## config.mk

```make
export PLATFORM = sky130hd
export DESIGN_NAME = fcs_sequencer
export DESIGN_NICKNAME = d
export VERILOG_FILES = /design/src/fcs_pkg.sv /design/src/fcs_sequencer.sv
export SDC_FILE = /design/constraint.sdc
export NUM_CORES = 1
export LEC_CHECK = 0
export BUFFER_PORTS_ARGS = -buffer_cell sky130_fd_sc_hd__buf_4
export CORE_MARGIN = 3
export CORE_UTILIZATION = 53
export DETAILED_ROUTE_END_ITERATION = 7
export HOLD_SLACK_MARGIN = 0.06
export PLACE_DENSITY = 0.75
export SETUP_SLACK_MARGIN = 0.05
export SYNTH_ARGS = -nofsm -noshare
export SYNTH_HDL_FRONTEND = slang
export SYNTH_SLANG_ARGS = --single-unit
```

## constraint.sdc

```tcl
create_clock -name clk -period 2.4 [get_ports clk]
set_input_delay 0.24 -clock clk [delete_from_list [all_inputs] [get_ports clk]]
set_output_delay 0.24 -clock clk [all_outputs]
set_load 0.005 [all_outputs]
```

## src/fcs_pkg.sv

```systemverilog
// Package of constants and types for the flash command sequencer
package fcs_pkg;

    // ****************************************
    // Register offsets (byte addresses)
    // ****************************************
    localparam logic [7:0] FCS_CTRL_OFS   = 8'h04;
    localparam logic [7:0] FCS_CMD_OFS    = 8'h08;
    localparam logic [7:0] FCS_WADDR_OFS  = 8'h0c;
    localparam logic [7:0] FCS_WDATL_OFS  = 8'h10;
    localparam logic [7:0] FCS_WDATH_OFS  = 8'h14;
    localparam logic [7:0] FCS_PSTART_OFS = 8'h18;
    localparam logic [7:0] FCS_PEND_OFS   = 8'h1c;
    localparam logic [7:0] FCS_KEY_OFS    = 8'h20;
    localparam logic [7:0] FCS_STAT_OFS   = 8'h24;
    localparam logic [7:0] FCS_SIGN_OFS   = 8'h28;
    localparam logic [7:0] FCS_PECC_OFS   = 8'h30;
    localparam logic [7:0] FCS_DECC_OFS   = 8'h34;

    // ****************************************
    // Command codes, keys, field positions
    // ****************************************
    localparam logic [3:0]  FCS_CMD_IDLE  = 4'h0;
    localparam logic [3:0]  FCS_CMD_PAGE  = 4'h1;
    localparam logic [3:0]  FCS_CMD_SIGN  = 4'h2;
    localparam logic [3:0]  FCS_CMD_WRITE = 4'h4;
    localparam logic [3:0]  FCS_CMD_MPROG = 4'h5;
    localparam logic [3:0]  FCS_CMD_MDATA = 4'h6;
    localparam logic [15:0] FCS_KEY1      = 16'hf456;
    localparam logic [15:0] FCS_KEY2      = 16'hf123;
    localparam logic [15:0] FCS_CTRL_RST  = 16'h0010;
    localparam int          FCS_CTRL_FAILIE = 2;
    localparam logic [1:0]  FCS_RES_OK    = 2'h0;
    localparam logic [1:0]  FCS_RES_VERR  = 2'h2;
    localparam int          FCS_ST_BUSY   = 0;
    localparam int          FCS_ST_DONE   = 2;
    localparam int          FCS_ST_RES    = 4;
    localparam int          FCS_ST_ECC    = 7;
    localparam logic [63:0] FCS_ERASED    = 64'h00ff_ffff_ffff_ffff;
    localparam logic [31:0] FCS_ERASED_P  = 32'hffff_ffff;
    localparam logic [31:0] FCS_DATA_BASE = 32'h0004_0000;
    localparam int          FCS_PAGE_BYTES   = 64;
    localparam int          FCS_WORD_BYTES   = 8;
    localparam int          FCS_DHALF_BYTES  = 2048;
    localparam logic [31:0] FCS_PROT_ADDR    = 32'h0003_ffc0;
    localparam logic [31:0] FCS_UKEY_ADDR    = 32'h0003_ffc8;

    // Sequencer states
    typedef enum logic [2:0] {
        FCS_IDLE,
        FCS_ERASE,
        FCS_ERWAIT,
        FCS_READ,
        FCS_RDWAIT,
        FCS_PROG,
        FCS_PGWAIT
    } fcs_state_e;

    // Flash array request bundle
    typedef struct packed {
        logic        rd;
        logic        prog;
        logic        erase;
        logic        mass;
        logic        eccOn;
        logic [31:0] addr;
        logic [63:0] wdata;
    } fcs_flash_req_s;

    // Flash array answer bundle
    typedef struct packed {
        logic        done;
        logic [63:0] rdata;
        logic [1:0]  ecc;
    } fcs_flash_rsp_s;

endpackage : fcs_pkg

```

## src/fcs_sequencer.sv

```systemverilog
// Flash command sequencer with Wishbone register slave
//
// Design decisions made here: register access over Wishbone and the placing of the registers.
`timescale 1ns/1ns
// Behaviour
// - Command 0001 erases the page at page_start_addr_reg.
// - After page erase every word is read back; a mismatch in the low 32 bits flags verify error.
// - Error correction off during page and mass erases, verify included.
// - Key f456 then f123 unlocks protected commands.
// - Command 0010 signs pages start..end, result in signature_result_reg.
// - Last four bytes of last signed page hold the stored signature.
// - Signature reads always check error correction.
// - Signature ECC errors go to status bits 8:7.
// - Signature ECC errors leave ECC log registers untouched.
// - Signature ECC error interrupts only if control bit 2 set.
// - Command 0100 programs keyhole data at keyhole address.
// - Only protection and user key locations need the key to write.
// - Command 0101 erases program flash, verifies the low 32 bits of each word are all ones.
// - Command 0110 erases first 2048 data bytes, verifies the low 56 bits of each word are all ones.
// - Protected command without unlock does nothing.
// - Verify or signature mismatch sets result field to 10.
module fcs_sequencer #(
    parameter logic [31:0] PROG_BYTES = 32'h0003_0000
) (
    input  wire logic                   clk,
    input  wire logic                   resetn,
    input  wire logic                   wb_cyc_i,
    input  wire logic                   wb_stb_i,
    input  wire logic                   wb_we_i,
    input  wire logic [7:0]             wb_adr_i,
    input  wire logic [3:0]             wb_sel_i,
    input  wire logic [31:0]            wb_dat_i,
    output logic      [31:0]            wb_dat_o,
    output logic                        wb_ack_o,
    output fcs_pkg::fcs_flash_req_s     flashReq,
    input  wire fcs_pkg::fcs_flash_rsp_s flashRsp,
    output logic                        failIrq
);
    import fcs_pkg::*;

    // ****************************************
    // State
    // ****************************************
    typedef struct packed {
        logic [1:0]     rstSync;
        fcs_state_e     st;
        logic [3:0]     cmd;
        logic [15:0]    ctrl;
        logic [1:0]     keyStage;
        logic [31:0]    wAddr;
        logic [63:0]    wData;
        logic [31:0]    pStart;
        logic [31:0]    pEnd;
        logic [31:0]    cur;
        logic [31:0]    last;
        logic [31:0]    sign;
        logic [1:0]     result;
        logic [1:0]     eccSt;
        logic           done;
        logic [31:0]    peccLog;
        logic [31:0]    deccLog;
        logic [31:0]    rdData;
        logic           ack;
        logic           irq;
        fcs_flash_req_s req;
    } fcs_regs_s;

    fcs_regs_s r_reg;
    fcs_regs_s r_next;
    logic      rstn;
    logic      wbReq;
    logic [63:0] expect64;
    logic        isSign;
    logic        isMass;

    assign rstn     = r_reg.rstSync[1];
    assign wb_dat_o = r_reg.rdData;
    assign wb_ack_o = r_reg.ack;
    assign flashReq = r_reg.req;
    assign failIrq  = r_reg.irq;
    assign wbReq    = wb_cyc_i & wb_stb_i & ~r_reg.ack;
    assign isSign   = (r_reg.cmd == FCS_CMD_SIGN);
    assign isMass   = (r_reg.cmd == FCS_CMD_MPROG) | (r_reg.cmd == FCS_CMD_MDATA);

    // ****************************************
    // Next-state logic
    // ****************************************
    always_comb begin
        logic [31:0] st32;
        logic        keyOk;
        logic        protLoc;
        logic [3:0]  wcmd;
        st32  = '0;
        r_next = r_reg;
        r_next.rstSync = {r_reg.rstSync[0], 1'b1};
        r_next.ack = 1'b0;
        r_next.irq = 1'b0;
        keyOk = (r_reg.keyStage == 2'd2);
        wcmd  = wb_dat_i[3:0];
        protLoc = (r_reg.wAddr == FCS_PROT_ADDR) | (r_reg.wAddr == FCS_UKEY_ADDR);
        expect64 = (r_reg.cmd == FCS_CMD_MDATA) ? FCS_ERASED : {32'h0, FCS_ERASED_P};
        // Status word
        st32[FCS_ST_BUSY]             = (r_reg.st != FCS_IDLE);
        st32[FCS_ST_DONE]             = r_reg.done;
        st32[FCS_ST_RES +: 2]         = r_reg.result;
        st32[FCS_ST_ECC +: 2]         = r_reg.eccSt;
        // Bus slave: one-cycle registered answer
        if (wbReq) begin
            r_next.ack = 1'b1;
            r_next.rdData = '0;
            if (wb_we_i) begin
                unique case (wb_adr_i)
                    FCS_CTRL_OFS:   r_next.ctrl = {11'h0, wb_dat_i[4:0] & 5'h17};
                    FCS_WADDR_OFS:  r_next.wAddr = {9'h0, wb_dat_i[22:3], 3'h0};
                    FCS_WDATL_OFS:  r_next.wData[31:0] = wb_dat_i;
                    FCS_WDATH_OFS:  r_next.wData[63:32] = wb_dat_i;
                    FCS_PSTART_OFS: r_next.pStart = {9'h0, wb_dat_i[22:6], 6'h0};
                    FCS_PEND_OFS:   r_next.pEnd = {9'h0, wb_dat_i[22:6], 6'h0};
                    FCS_KEY_OFS: begin
                        // Ordered two-word unlock
                        if (wb_dat_i[15:0] == FCS_KEY1)
                            r_next.keyStage = 2'd1;
                        else if (wb_dat_i[15:0] == FCS_KEY2 && r_reg.keyStage == 2'd1)
                            r_next.keyStage = 2'd2;
                        else
                            r_next.keyStage = 2'd0;
                    end
                    FCS_CMD_OFS: begin
                        r_next.keyStage = 2'd0;
                        // Unkeyed protected codes leave cmd and result untouched
                        if (r_reg.st == FCS_IDLE && wcmd != FCS_CMD_IDLE
                            && (keyOk || (wcmd == FCS_CMD_WRITE && !protLoc))) begin
                            r_next.cmd = wcmd;
                            r_next.result = FCS_RES_OK;
                            r_next.req.eccOn = 1'b1;
                            unique case (wcmd)
                                FCS_CMD_PAGE: if (keyOk) begin
                                    r_next.cur  = r_reg.pStart;
                                    r_next.last = r_reg.pStart + 32'(FCS_PAGE_BYTES - FCS_WORD_BYTES);
                                    r_next.req.mass = 1'b0;
                                    r_next.req.eccOn = 1'b0;
                                    r_next.st = FCS_ERASE;
                                end
                                FCS_CMD_MPROG: if (keyOk) begin
                                    r_next.cur  = '0;
                                    r_next.last = PROG_BYTES - 32'(FCS_WORD_BYTES);
                                    r_next.req.mass = 1'b1;
                                    r_next.req.eccOn = 1'b0;
                                    r_next.st = FCS_ERASE;
                                end
                                FCS_CMD_MDATA: if (keyOk) begin
                                    r_next.cur  = FCS_DATA_BASE;
                                    r_next.last = FCS_DATA_BASE + 32'(FCS_DHALF_BYTES - FCS_WORD_BYTES);
                                    r_next.req.mass = 1'b1;
                                    r_next.req.eccOn = 1'b0;
                                    r_next.st = FCS_ERASE;
                                end
                                FCS_CMD_SIGN: if (keyOk) begin
                                    r_next.cur   = r_reg.pStart;
                                    r_next.last  = r_reg.pEnd + 32'(FCS_PAGE_BYTES - FCS_WORD_BYTES);
                                    r_next.sign  = '0;
                                    r_next.eccSt = 2'h0;
                                    r_next.req.eccOn = 1'b1;
                                    r_next.st = FCS_READ;
                                end
                                FCS_CMD_WRITE: if (keyOk || !protLoc) begin
                                    r_next.st = FCS_PROG;
                                end
                                default: ;
                            endcase
                        end
                    end
                    default: ;
                endcase
            end else begin
                unique case (wb_adr_i)
                    FCS_CTRL_OFS:   r_next.rdData = {16'h0, r_reg.ctrl};
                    FCS_CMD_OFS:    r_next.rdData = {28'h0, r_reg.cmd};
                    FCS_WADDR_OFS:  r_next.rdData = r_reg.wAddr;
                    FCS_WDATL_OFS:  r_next.rdData = r_reg.wData[31:0];
                    FCS_WDATH_OFS:  r_next.rdData = r_reg.wData[63:32];
                    FCS_PSTART_OFS: r_next.rdData = r_reg.pStart;
                    FCS_PEND_OFS:   r_next.rdData = r_reg.pEnd;
                    FCS_STAT_OFS: begin
                        r_next.rdData = st32;
                        r_next.done = 1'b0; // Cleared by read
                    end
                    FCS_SIGN_OFS:   r_next.rdData = r_reg.sign;
                    FCS_PECC_OFS:   r_next.rdData = r_reg.peccLog;
                    FCS_DECC_OFS:   r_next.rdData = r_reg.deccLog;
                    default:        r_next.rdData = '0;
                endcase
            end
        end
        // Flash sequencing
        r_next.req.rd = 1'b0;
        r_next.req.prog = 1'b0;
        r_next.req.erase = 1'b0;
        unique case (r_reg.st)
            FCS_IDLE: ;
            FCS_ERASE: begin
                r_next.req.erase = 1'b1;
                r_next.req.addr = r_reg.cur;
                r_next.st = FCS_ERWAIT;
            end
            FCS_ERWAIT: if (flashRsp.done) r_next.st = FCS_READ;
            FCS_READ: begin
                r_next.req.rd = 1'b1;
                r_next.req.addr = r_reg.cur;
                r_next.st = FCS_RDWAIT;
            end
            FCS_RDWAIT: if (flashRsp.done) begin
                if (isSign) begin
                    // Stored signature half is excluded from the sum
                    if (r_reg.cur != r_reg.last) begin
                        r_next.sign = r_reg.sign ^ flashRsp.rdata[31:0] ^ flashRsp.rdata[63:32];
                    end else begin
                        // Low half of the last word still counts
                        r_next.sign = r_reg.sign ^ flashRsp.rdata[31:0];
                        if ((r_reg.sign ^ flashRsp.rdata[31:0]) != flashRsp.rdata[63:32])
                            r_next.result = FCS_RES_VERR;
                    end
                    if (flashRsp.ecc != 2'h0) begin
                        r_next.eccSt = r_reg.eccSt | flashRsp.ecc;
                        r_next.irq = r_reg.ctrl[FCS_CTRL_FAILIE];
                    end
                end else if ((flashRsp.rdata & expect64) != expect64) begin
                    r_next.result = FCS_RES_VERR;
                end
                if (r_reg.cur == r_reg.last) begin
                    r_next.st = FCS_IDLE;
                    r_next.done = 1'b1;
                    r_next.cmd = FCS_CMD_IDLE;
                    r_next.req.eccOn = 1'b1;
                end else begin
                    r_next.cur = r_reg.cur + 32'(FCS_WORD_BYTES);
                    r_next.st = FCS_READ;
                end
            end
            FCS_PROG: begin
                r_next.req.prog = 1'b1;
                r_next.req.addr = r_reg.wAddr;
                r_next.req.wdata = r_reg.wData;
                r_next.st = FCS_PGWAIT;
            end
            FCS_PGWAIT: if (flashRsp.done) begin
                r_next.st = FCS_IDLE;
                r_next.done = 1'b1;
                r_next.cmd = FCS_CMD_IDLE;
            end
            default: r_next.st = FCS_IDLE;
        endcase
    end

    // ****************************************
    // Registers
    // ****************************************
    always_ff @(posedge clk or negedge resetn) begin
        if (!resetn) begin
            r_reg <= '0;
        end else if (!rstn) begin
            r_reg <= '0;
            r_reg.rstSync <= {r_reg.rstSync[0], 1'b1};
            r_reg.ctrl <= FCS_CTRL_RST;
            r_reg.req.eccOn <= 1'b1;
        end else begin
            r_reg <= r_next;
        end
    end

    // ****************************************
    // Checks
    // ****************************************
    chk_erase_ecc_off: assert property (@(posedge clk) disable iff (!rstn)
        (r_reg.st != FCS_IDLE && isMass) |-> !r_reg.req.eccOn) else $error("ecc on in mass erase");
    chk_sign_ecc_on: assert property (@(posedge clk) disable iff (!rstn)
        (r_reg.st != FCS_IDLE && isSign) |-> r_reg.req.eccOn) else $error("ecc off in sign");
    chk_idle_nothing: assert property (@(posedge clk) disable iff (!rstn)
        (r_reg.st == FCS_IDLE) |=> !r_reg.req.erase && !r_reg.req.rd) else $error("idle started op");
    chk_nokey_ignore: assert property (@(posedge clk) disable iff (!rstn)
        (wbReq && wb_we_i && wb_adr_i == FCS_CMD_OFS && wb_dat_i[3:0] == FCS_CMD_PAGE
         && r_reg.keyStage != 2'd2 && r_reg.st == FCS_IDLE) |=> r_reg.st == FCS_IDLE) else $error("unkeyed erase");
    chk_key_start: assert property (@(posedge clk) disable iff (!rstn)
        (wbReq && wb_we_i && wb_adr_i == FCS_CMD_OFS && wb_dat_i[3:0] == FCS_CMD_PAGE
         && r_reg.keyStage == 2'd2 && r_reg.st == FCS_IDLE) |=> ##1 r_reg.req.erase) else $error("erase not begun");
    chk_page_addr: assert property (@(posedge clk) disable iff (!rstn)
        (r_reg.req.erase && !r_reg.req.mass) |-> r_reg.req.addr[5:0] == 6'h0) else $error("bad page addr");
    chk_verify_err: assert property (@(posedge clk) disable iff (!rstn)
        (r_reg.st == FCS_RDWAIT && flashRsp.done && !isSign && (flashRsp.rdata & expect64) != expect64)
        |=> r_reg.result == FCS_RES_VERR) else $error("verify error lost");
    chk_irq_gate: assert property (@(posedge clk) disable iff (!rstn)
        failIrq |-> $past(r_reg.ctrl[FCS_CTRL_FAILIE])) else $error("irq while disabled");
    chk_write_prog: assert property (@(posedge clk) disable iff (!rstn)
        r_reg.req.prog |-> $past(r_reg.st) == FCS_PROG) else $error("stray program");
    chk_page_ecc_off: assert property (@(posedge clk) disable iff (!rstn)
        (r_reg.st != FCS_IDLE && r_reg.cmd == FCS_CMD_PAGE) |-> !r_reg.req.eccOn) else $error("ecc on in page erase");
    chk_sign_verr: assert property (@(posedge clk) disable iff (!rstn)
        (r_reg.st == FCS_RDWAIT && flashRsp.done && isSign && r_reg.cur == r_reg.last
         && (r_reg.sign ^ flashRsp.rdata[31:0]) != flashRsp.rdata[63:32]) |=> r_reg.result == FCS_RES_VERR)
        else $error("sign mismatch lost");

endmodule : fcs_sequencer

```

==> flow_summary.toml, run 1 <==
[critical_path]
worst-path-buf-inv = 3
worst-endpoint-required_ns = 2.81
cpLargestDelayFamily = "simple AND/OR/NAND/NOR gates"
ff2ff_setup_slack_ns = -0.02
reg2reg_depth = 9
critical_path.slowest_cell = "sky130_fd_sc_hd__dfrtp_1"
critical_path.max_fanout = 9
crit-reg2reg-launch = "r_reg[483]"
list_of_cells_traversed_by_the_critical_path = "nor3_4 -> buf_4 -> nand2_1 -> a2111oi_4 -> buf_6 -> clkbuf_16 -> a211oi_2 -> nor4_2 -> a21oi_1"
worst_r2r_endpoint = "r_reg[226]"
worstPathArrival_ns = 2.83
timing_worst_setup_path_type = "reg -> reg"
cp-end-kind = "register"
startpoint_class_of_the_critical_path = "register"
critical_path.max_stage_delay_ns = 0.42

[floorplanning]
floorplan.die_area_mm2 = 0.0411
ios = 251
initial_core_util = 0.541
coreArea_mm2 = 0.0379
chipHeight_um = 203
num_rows = 71
die_width_um = 203

[cells_and_area]
drive_above_1_share = 0.262
largest_register_ffs = 230
finish.net_count = 2659
final.fill_count = 2924
area_growth_pct = 27.5
postLayoutCellArea_mm2 = 0.0262
final_cell_count_without_fillers = 3084
final_core_utilization = 0.689
mostFrequentLayoutCells = "sky130_fd_sc_hd__buf_4 (417), sky130_fd_sc_hd__dfrtp_1 (363), sky130_fd_sc_hd__nand2_1 (315), sky130_fd_sc_hd__a21oi_1 (235), sky130_fd_sc_hd__nor2_1 (89)"
layout_commonest_cell = "sky130_fd_sc_hd__buf_4"

[clock_tree]
cts_buffers = 40
clock_slew_at_reported_path_ffs_ns = 0.06
tritoncts = "done"
clockRootBuffer = "sky130_fd_sc_hd__clkbuf_16"
insertion_delay_ns = 0.55
cts_max_level = 2
cts-root-to-sink-buffers = 3
cts_sinks = 366

[place]
dp_hpwl_mm = 51.7
i_o_buffers = 246
dp.cells = 2955
placed_cell_area_mm2 = 0.0234
gp_congestion = 0.975

[global_routing]
first_global_vias = 19100
antenna_violations_before_repair = 2
maximum_number_of_pins_on_one_net_before_global_route_repair = 123
global_route_wire_length_before_repair_mm = 112
grt.total_usage = 0.347
total_gr_overflow = 0

[synth]
synthCells = 2302
post_syn_area_mm2 = 0.0205
postSynth.asyncResetShare = 1.00
synth_enable_flop_cells = 0
ys_dominant_reg_cell = "sky130_fd_sc_hd__dfrtp_1"
synth_largest_type_area_fraction = 0.447
post_synthesis_sequential_area_ratio = 0.447
yosys.cell_types.count = 72
postSynthRegisterBits = 366
mean_syn_cell_area_um2 = 8.91
synthTopCellsByArea = "sky130_fd_sc_hd__dfrtp_1 (45%), sky130_fd_sc_hd__a21oi_1 (6.2%), sky130_fd_sc_hd__nand2_1 (5.8%), sky130_fd_sc_hd__buf_4 (4.9%), sky130_fd_sc_hd__a22o_1 (3.3%)"
synth_fp_nets = 2419
netlist.top_cell.by_area = "sky130_fd_sc_hd__dfrtp_1"
synthesis.yosys.warnings = 0

[timing]
clock-skew-final_ns = 0.0183
fmax_mhz = 413
hold-worst-slack_ns = 0.101
min_cycle_time_layout_ns = 2.42
layout_worst_path_cycle_share = 1.01
rsz0062_at_grt = "yes"
setup_slack_ns = -0.0185
slew-limit-headroom = 0.469
setup_viol = 1
final_max_slew_viol_count = 0
final_hold_viol_count = 0
max_slew.worst_pin.slew_ns = 0.796

[detailed_routing]
antenna_left = 0
detailroute.via_count = 20100
drc = 7
detailedRoute.firstPassIterationCount = 8
drt_iter0_drc = 2842
finalWirelength_mm = 76.4
wire_per_inst_um = 24.8
routed_via_density = 6.53

[power_and_ir_drop]
totalPowerFinal_mw = 13.8
combinationalPowerShare = 0.071
power_density_mw_per_mm2 = 527
power.net_switching_mw = 3.25
switching_share = 0.236
internal-power_mw = 10.5
p_leak_nw = 11.8
clock_power_share = 0.479
vdd.ir_drop.worst_v = 0.000463
share_seq_of_total_power = 0.450

[worst_hold_path]
hold_path_startpoint = "flashRsp[29]"
holdPathEnd = "r_reg[231]"
hold-path-cell-count = 4
hold_path.class = "in -> reg"

[status]
failing_checks = "design-rule violations, negative setup slack"
outcome = "finished with violations"

[flow_run]
cap_viol_max_count = 0
[Yosys cell counts (all sizes together), types with 8 or more instances]
cell type	instances
and2	22
a21o	23
o21ai	86
xor2	44
a22oi	16
nand2b	10
xnor2	61
nor2	92
a21oi	253
clkbuf	148
nor2b	8
dfrtp	366
a22o	77
mux2i	58
a211oi	44
nor3	82
nand4	66
a222oi	44
buf	165
nand3	45
nor4	83
inv	38
nand2	316
and3	38
or3	39
[area by class of cell]
| class | count | area, um^2 | area share |
|---|---|---|---|
| Multi-Input combinational cell | 1585 | 10200 | 0.389 |
| Sequential cell | 366 | 9160 | 0.350 |
| Timing Repair Buffer | 511 | 4630 | 0.177 |
| Clock buffer | 51 | 1090 | 0.0418 |
| Tap cell | 511 | 639 | 0.0244 |
| Clock inverter | 21 | 300 | 0.0115 |
| Inverter | 38 | 145 | 0.00555 |
| Antenna cell | 1 | 2.50 | 0.0000957 |
[power groups by stage]
stage | sequential (mW) | clock, mW | combinational [mW]
final | 6.21 | 6.61 | 0.973
after global placement | 6.32 | 0 | 0.883
after floorplan | 6.32 | 0 | 0.323
after CTS | 6.21 | 6.64 | 0.950
after global routing | 6.21 | 6.90 | 1.03
after detailed placement | 6.33 | 0 | 0.898
[tightest hold or removal path: cells and delay by family]
family / cells / cell delay [ns]
AO/OA/AOI/OAI: 1 / 0.08
buffers and inverters: 1 / 0.12
multiplexers: 1 / 0.11
AND/OR/NAND/NOR: 1 / 0.05
[cell families after synthesis]
kind of cell | Yosys count | share of synthesized area
compound gates | 583 | 0.185
xor+xnor | 105 | 0.0448
mux | 58 | 0.0283
fa+ha+maj | 1 | 0.000610
simple gates | 837 | 0.205
flops | 366 | 0.447
other cells | 1 | 0.000183
buf+inv | 351 | 0.0900
[how the worst max path moves through the flow]
stage                start    endpoint  depth (start not counted)
2_1_floorplan   r_reg[271]  r_reg[299]                          7
3_3_place_gp    r_reg[433]  r_reg[288]                         10
3_5_place_dp   wb_adr_i[5]  r_reg[275]                         11
4_1_cts         r_reg[272]  r_reg[232]                          9
5_1_grt         r_reg[272]  r_reg[226]                          9
6_report        r_reg[483]  r_reg[226]                          9
[routing by layer]
layer,up-vias,GRT usage,part of all wire
li1,8690,-,-
met1,9684,0.458,0.37
met2,1401,0.549,0.45
met3,351,0.0722,0.12
met4,0,0.163,0.065
met5,-,0,0
[timing repair]
item / CTS / global route
pin swaps: 29 / 68
cloned: 1 / 14
buffers inserted: 2 / 7
endpoints found under the hold margin: 154 / 0
setup endpoints to repair: 58 / 94
hold buffers: 33 / 0
resized for setup: 63 / 115
[stage by stage]
| step | setup TNS [ns] | setup WS (ns) |
|---|---|---|
| after CTS | -0.0131 | -0.00750 |
| after global placement | -0.234 | -0.0595 |
| after detailed placement | -1.41 | -0.103 |
| after floorplan | -0.0973 | -0.0829 |
| final | -0.0185 | -0.0185 |
| after global routing | -0.882 | -0.0857 |
(Power assumes the default switching activity.)
==> inputs of run 2 (changes only) <==
--- a/config.mk
+++ b/config.mk
@@ -7,10 +7,10 @@
 export LEC_CHECK = 0
 export BUFFER_PORTS_ARGS = -buffer_cell sky130_fd_sc_hd__buf_4
 export CORE_MARGIN = 3
-export CORE_UTILIZATION = 53
+export CORE_UTILIZATION = 59
 export DETAILED_ROUTE_END_ITERATION = 7
 export HOLD_SLACK_MARGIN = 0.06
-export PLACE_DENSITY = 0.75
+export PLACE_DENSITY = 0.79
 export SETUP_SLACK_MARGIN = 0.05
 export SYNTH_ARGS = -nofsm -noshare
 export SYNTH_HDL_FRONTEND = slang
==> constraint.sdc (replaced) <==
create_clock -name clk -period 2.72 [get_ports clk]
set_input_delay 0.272 -clock clk [delete_from_list [all_inputs] [get_ports clk]]
set_output_delay 0.272 -clock clk [all_outputs]
set_load 0.005 [all_outputs]
==> run 2 against run 1 <==
The flow finishes with violations (design-rule violations). Sequential power fell by 12%. Final cell count shrank 6.0%. Sequential share of layout area increased by 3.1 points. Critical path type unchanged.
==> flow_summary.toml, run 2 (same netlist as run 1, synthesis figures left out) <==
[detailed_routing]
finalWirelength_mm = 71.1
detailedRoute.firstPassIterationCount = 8
wire_per_inst_um = 24.5
drt_iter0_drc = 3038
met3WireLength_mm = 8.35
drt-met1-wl_mm = 25.5
detailroute.via_count = 19500
drc = 1
routed_via_density = 6.74
dr.max_layer_used = "met5"
detailroute.wirelength.met2_mm = 32.8
antenna_left = 0

[floorplanning]
num_rows = 67
coreArea_mm2 = 0.0339
chipHeight_um = 192
die_width_um = 192
floorplan.die_area_mm2 = 0.0370
initial_core_util = 0.606
ios = 251

[timing]
min_cycle_time_layout_ns = 2.59
setup_slack_ns = 0.135
max_slew.worst_pin.slew_ns = 0.871
clock-skew-final_ns = 0.0159
final_max_slew_viol_count = 0
slew-limit-headroom = 0.418
final_hold_viol_count = 0
setup_viol = 0
fmax_mhz = 387
layout_worst_path_cycle_share = 0.951
rsz0062_at_grt = "yes"
final.setup.tns_ns = 0

[global_routing]
global_route_wire_length_before_repair_mm = 108
grt.total_usage = 0.376
maximum_number_of_pins_on_one_net_before_global_route_repair = 97
antenna_violations_before_repair = 9
total_gr_overflow = 0
first_global_vias = 18400

[critical_path]
timing_worst_setup_path_type = "reg -> reg"
reg2reg_depth = 7
worst-endpoint-required_ns = 3.18
startpoint_class_of_the_critical_path = "register"
critical_path.max_fanout = 96
cp.depth = 7
cp-end-kind = "register"
list_of_cells_traversed_by_the_critical_path = "or4b_2 -> or2_2 -> buf_12 -> or3_1 -> nor3_1 -> nor4_2 -> a21oi_1"
cpLargestDelayFamily = "simple AND/OR/NAND/NOR gates"
critical_path.max_stage_delay_ns = 0.69
critical_path.slowest_cell = "sky130_fd_sc_hd__or4b_2"
worst-path-buf-inv = 1
worstPathArrival_ns = 3.05

[clock_tree]
cts-root-to-sink-buffers = 3
insertion_delay_ns = 0.54
tritoncts = "done"
cts_buffers = 39
clock_slew_at_reported_path_ffs_ns = 0.06
post_cts_setup_repair_bufs = 0
cts_max_level = 2
clockRootBuffer = "sky130_fd_sc_hd__clkbuf_16"
cts_sinks = 366

[cells_and_area]
multi_input_comb_area_mm2 = 0.00959
finish.net_count = 2534
largest_register_ffs = 230
area_growth_pct = 17.0
mostFrequentLayoutCells = "sky130_fd_sc_hd__dfrtp_1 (366), sky130_fd_sc_hd__buf_4 (335), sky130_fd_sc_hd__nand2_1 (316), sky130_fd_sc_hd__a21oi_1 (253), sky130_fd_sc_hd__nor2_1 (89)"
layout_commonest_cell = "sky130_fd_sc_hd__dfrtp_1"
drive_above_1_share = 0.184
seq_area_mm2 = 0.00916
final.fill_count = 2652

[power_and_ir_drop]
p_leak_nw = 10.8
power_density_mw_per_mm2 = 490
vdd.ir_drop.worst_v = 0.000480

[place]
gp_congestion = 0.991
dp_hpwl_mm = 49.0
i_o_buffers = 246
place_ws_ns = 0.135

[worst_hold_path]
hold-path-cell-count = 3
hold_path.class = "in -> reg"

[status]
failing_checks = "design-rule violations"
outcome = "finished with violations"

[flow_run]
cap_viol_max_count = 0
run 2: routing by layer:
layer	up-vias	track usage
met3	256	0.0881
met1	9503	0.493
met2	1347	0.586
met5	-	0
li1	8437	-
met4	6	0.191
run 2: area by class of cell:
class	count	share of cell area
Inverter	38	0.00605
Clock buffer	56	0.0471
Clock inverter	13	0.00688
Multi-Input combinational cell	1585	0.400
Timing Repair Buffer	387	0.135
Tap cell	448	0.0234
Antenna cell	7	0.000730
Sequential cell	366	0.382
run 2: worst reg2reg max path: stages, from the launching register on:
cell	delay, ns
sky130_fd_sc_hd__dfrtp_1	0.42
sky130_fd_sc_hd__or4b_2	0.69
sky130_fd_sc_hd__or2_2	0.32
sky130_fd_sc_hd__buf_12	0.22
sky130_fd_sc_hd__or3_1	0.39
sky130_fd_sc_hd__nor3_1	0.24
sky130_fd_sc_hd__nor4_2	0.09
sky130_fd_sc_hd__a21oi_1	0.15
run 2: power by group:
group	switching, mW	internal, mW	total [mW]
Clock	2.27	3.19	5.46
Sequential	0.0144	5.47	5.48
Combinational	0.523	0.298	0.821
run 2: final timing paths:
| path | from | end | slack [ns] |
|---|---|---|---|
| min in group asynchronous | resetn | flashReq[94] | 0.26 |
| max in group asynchronous | resetn | r_reg[290] | 1.56 |
| worst min register to register | r_next[486] | r_reg[486] | 0.35 |
| worst max register to register | r_reg[481] | r_reg[219] | 0.13 |
| worst min-delay path | wb_dat_i[4] | r_reg[368] | 0.08 |
| worst max-delay path | r_reg[481] | r_reg[219] | 0.13 |
run 2: timing repair:
| item | 4_1_cts | 5_1_grt |
|---|---|---|
| setup endpoints to repair | 0 | 25 |
| hold buffers | 32 | 0 |
| resized for setup | 0 | 10 |
| hold endpoints to repair | 139 | 0 |
run 2: per-stage QoR:
step                      instance area (um^2)   util  hold slack (ns)  std cells  power, mW
final                                    24000  0.709           0.0774       2900       11.8
after detailed placement                 22300  0.660            0.243       2792       6.35
after CTS                                24000  0.707           0.0602       2893       11.8
after global routing                     24000  0.709           0.0771       2899       12.1
after floorplan                          20500      -          -0.0236       2302       5.86
after global placement                   22300  0.660            0.235       2792       6.33
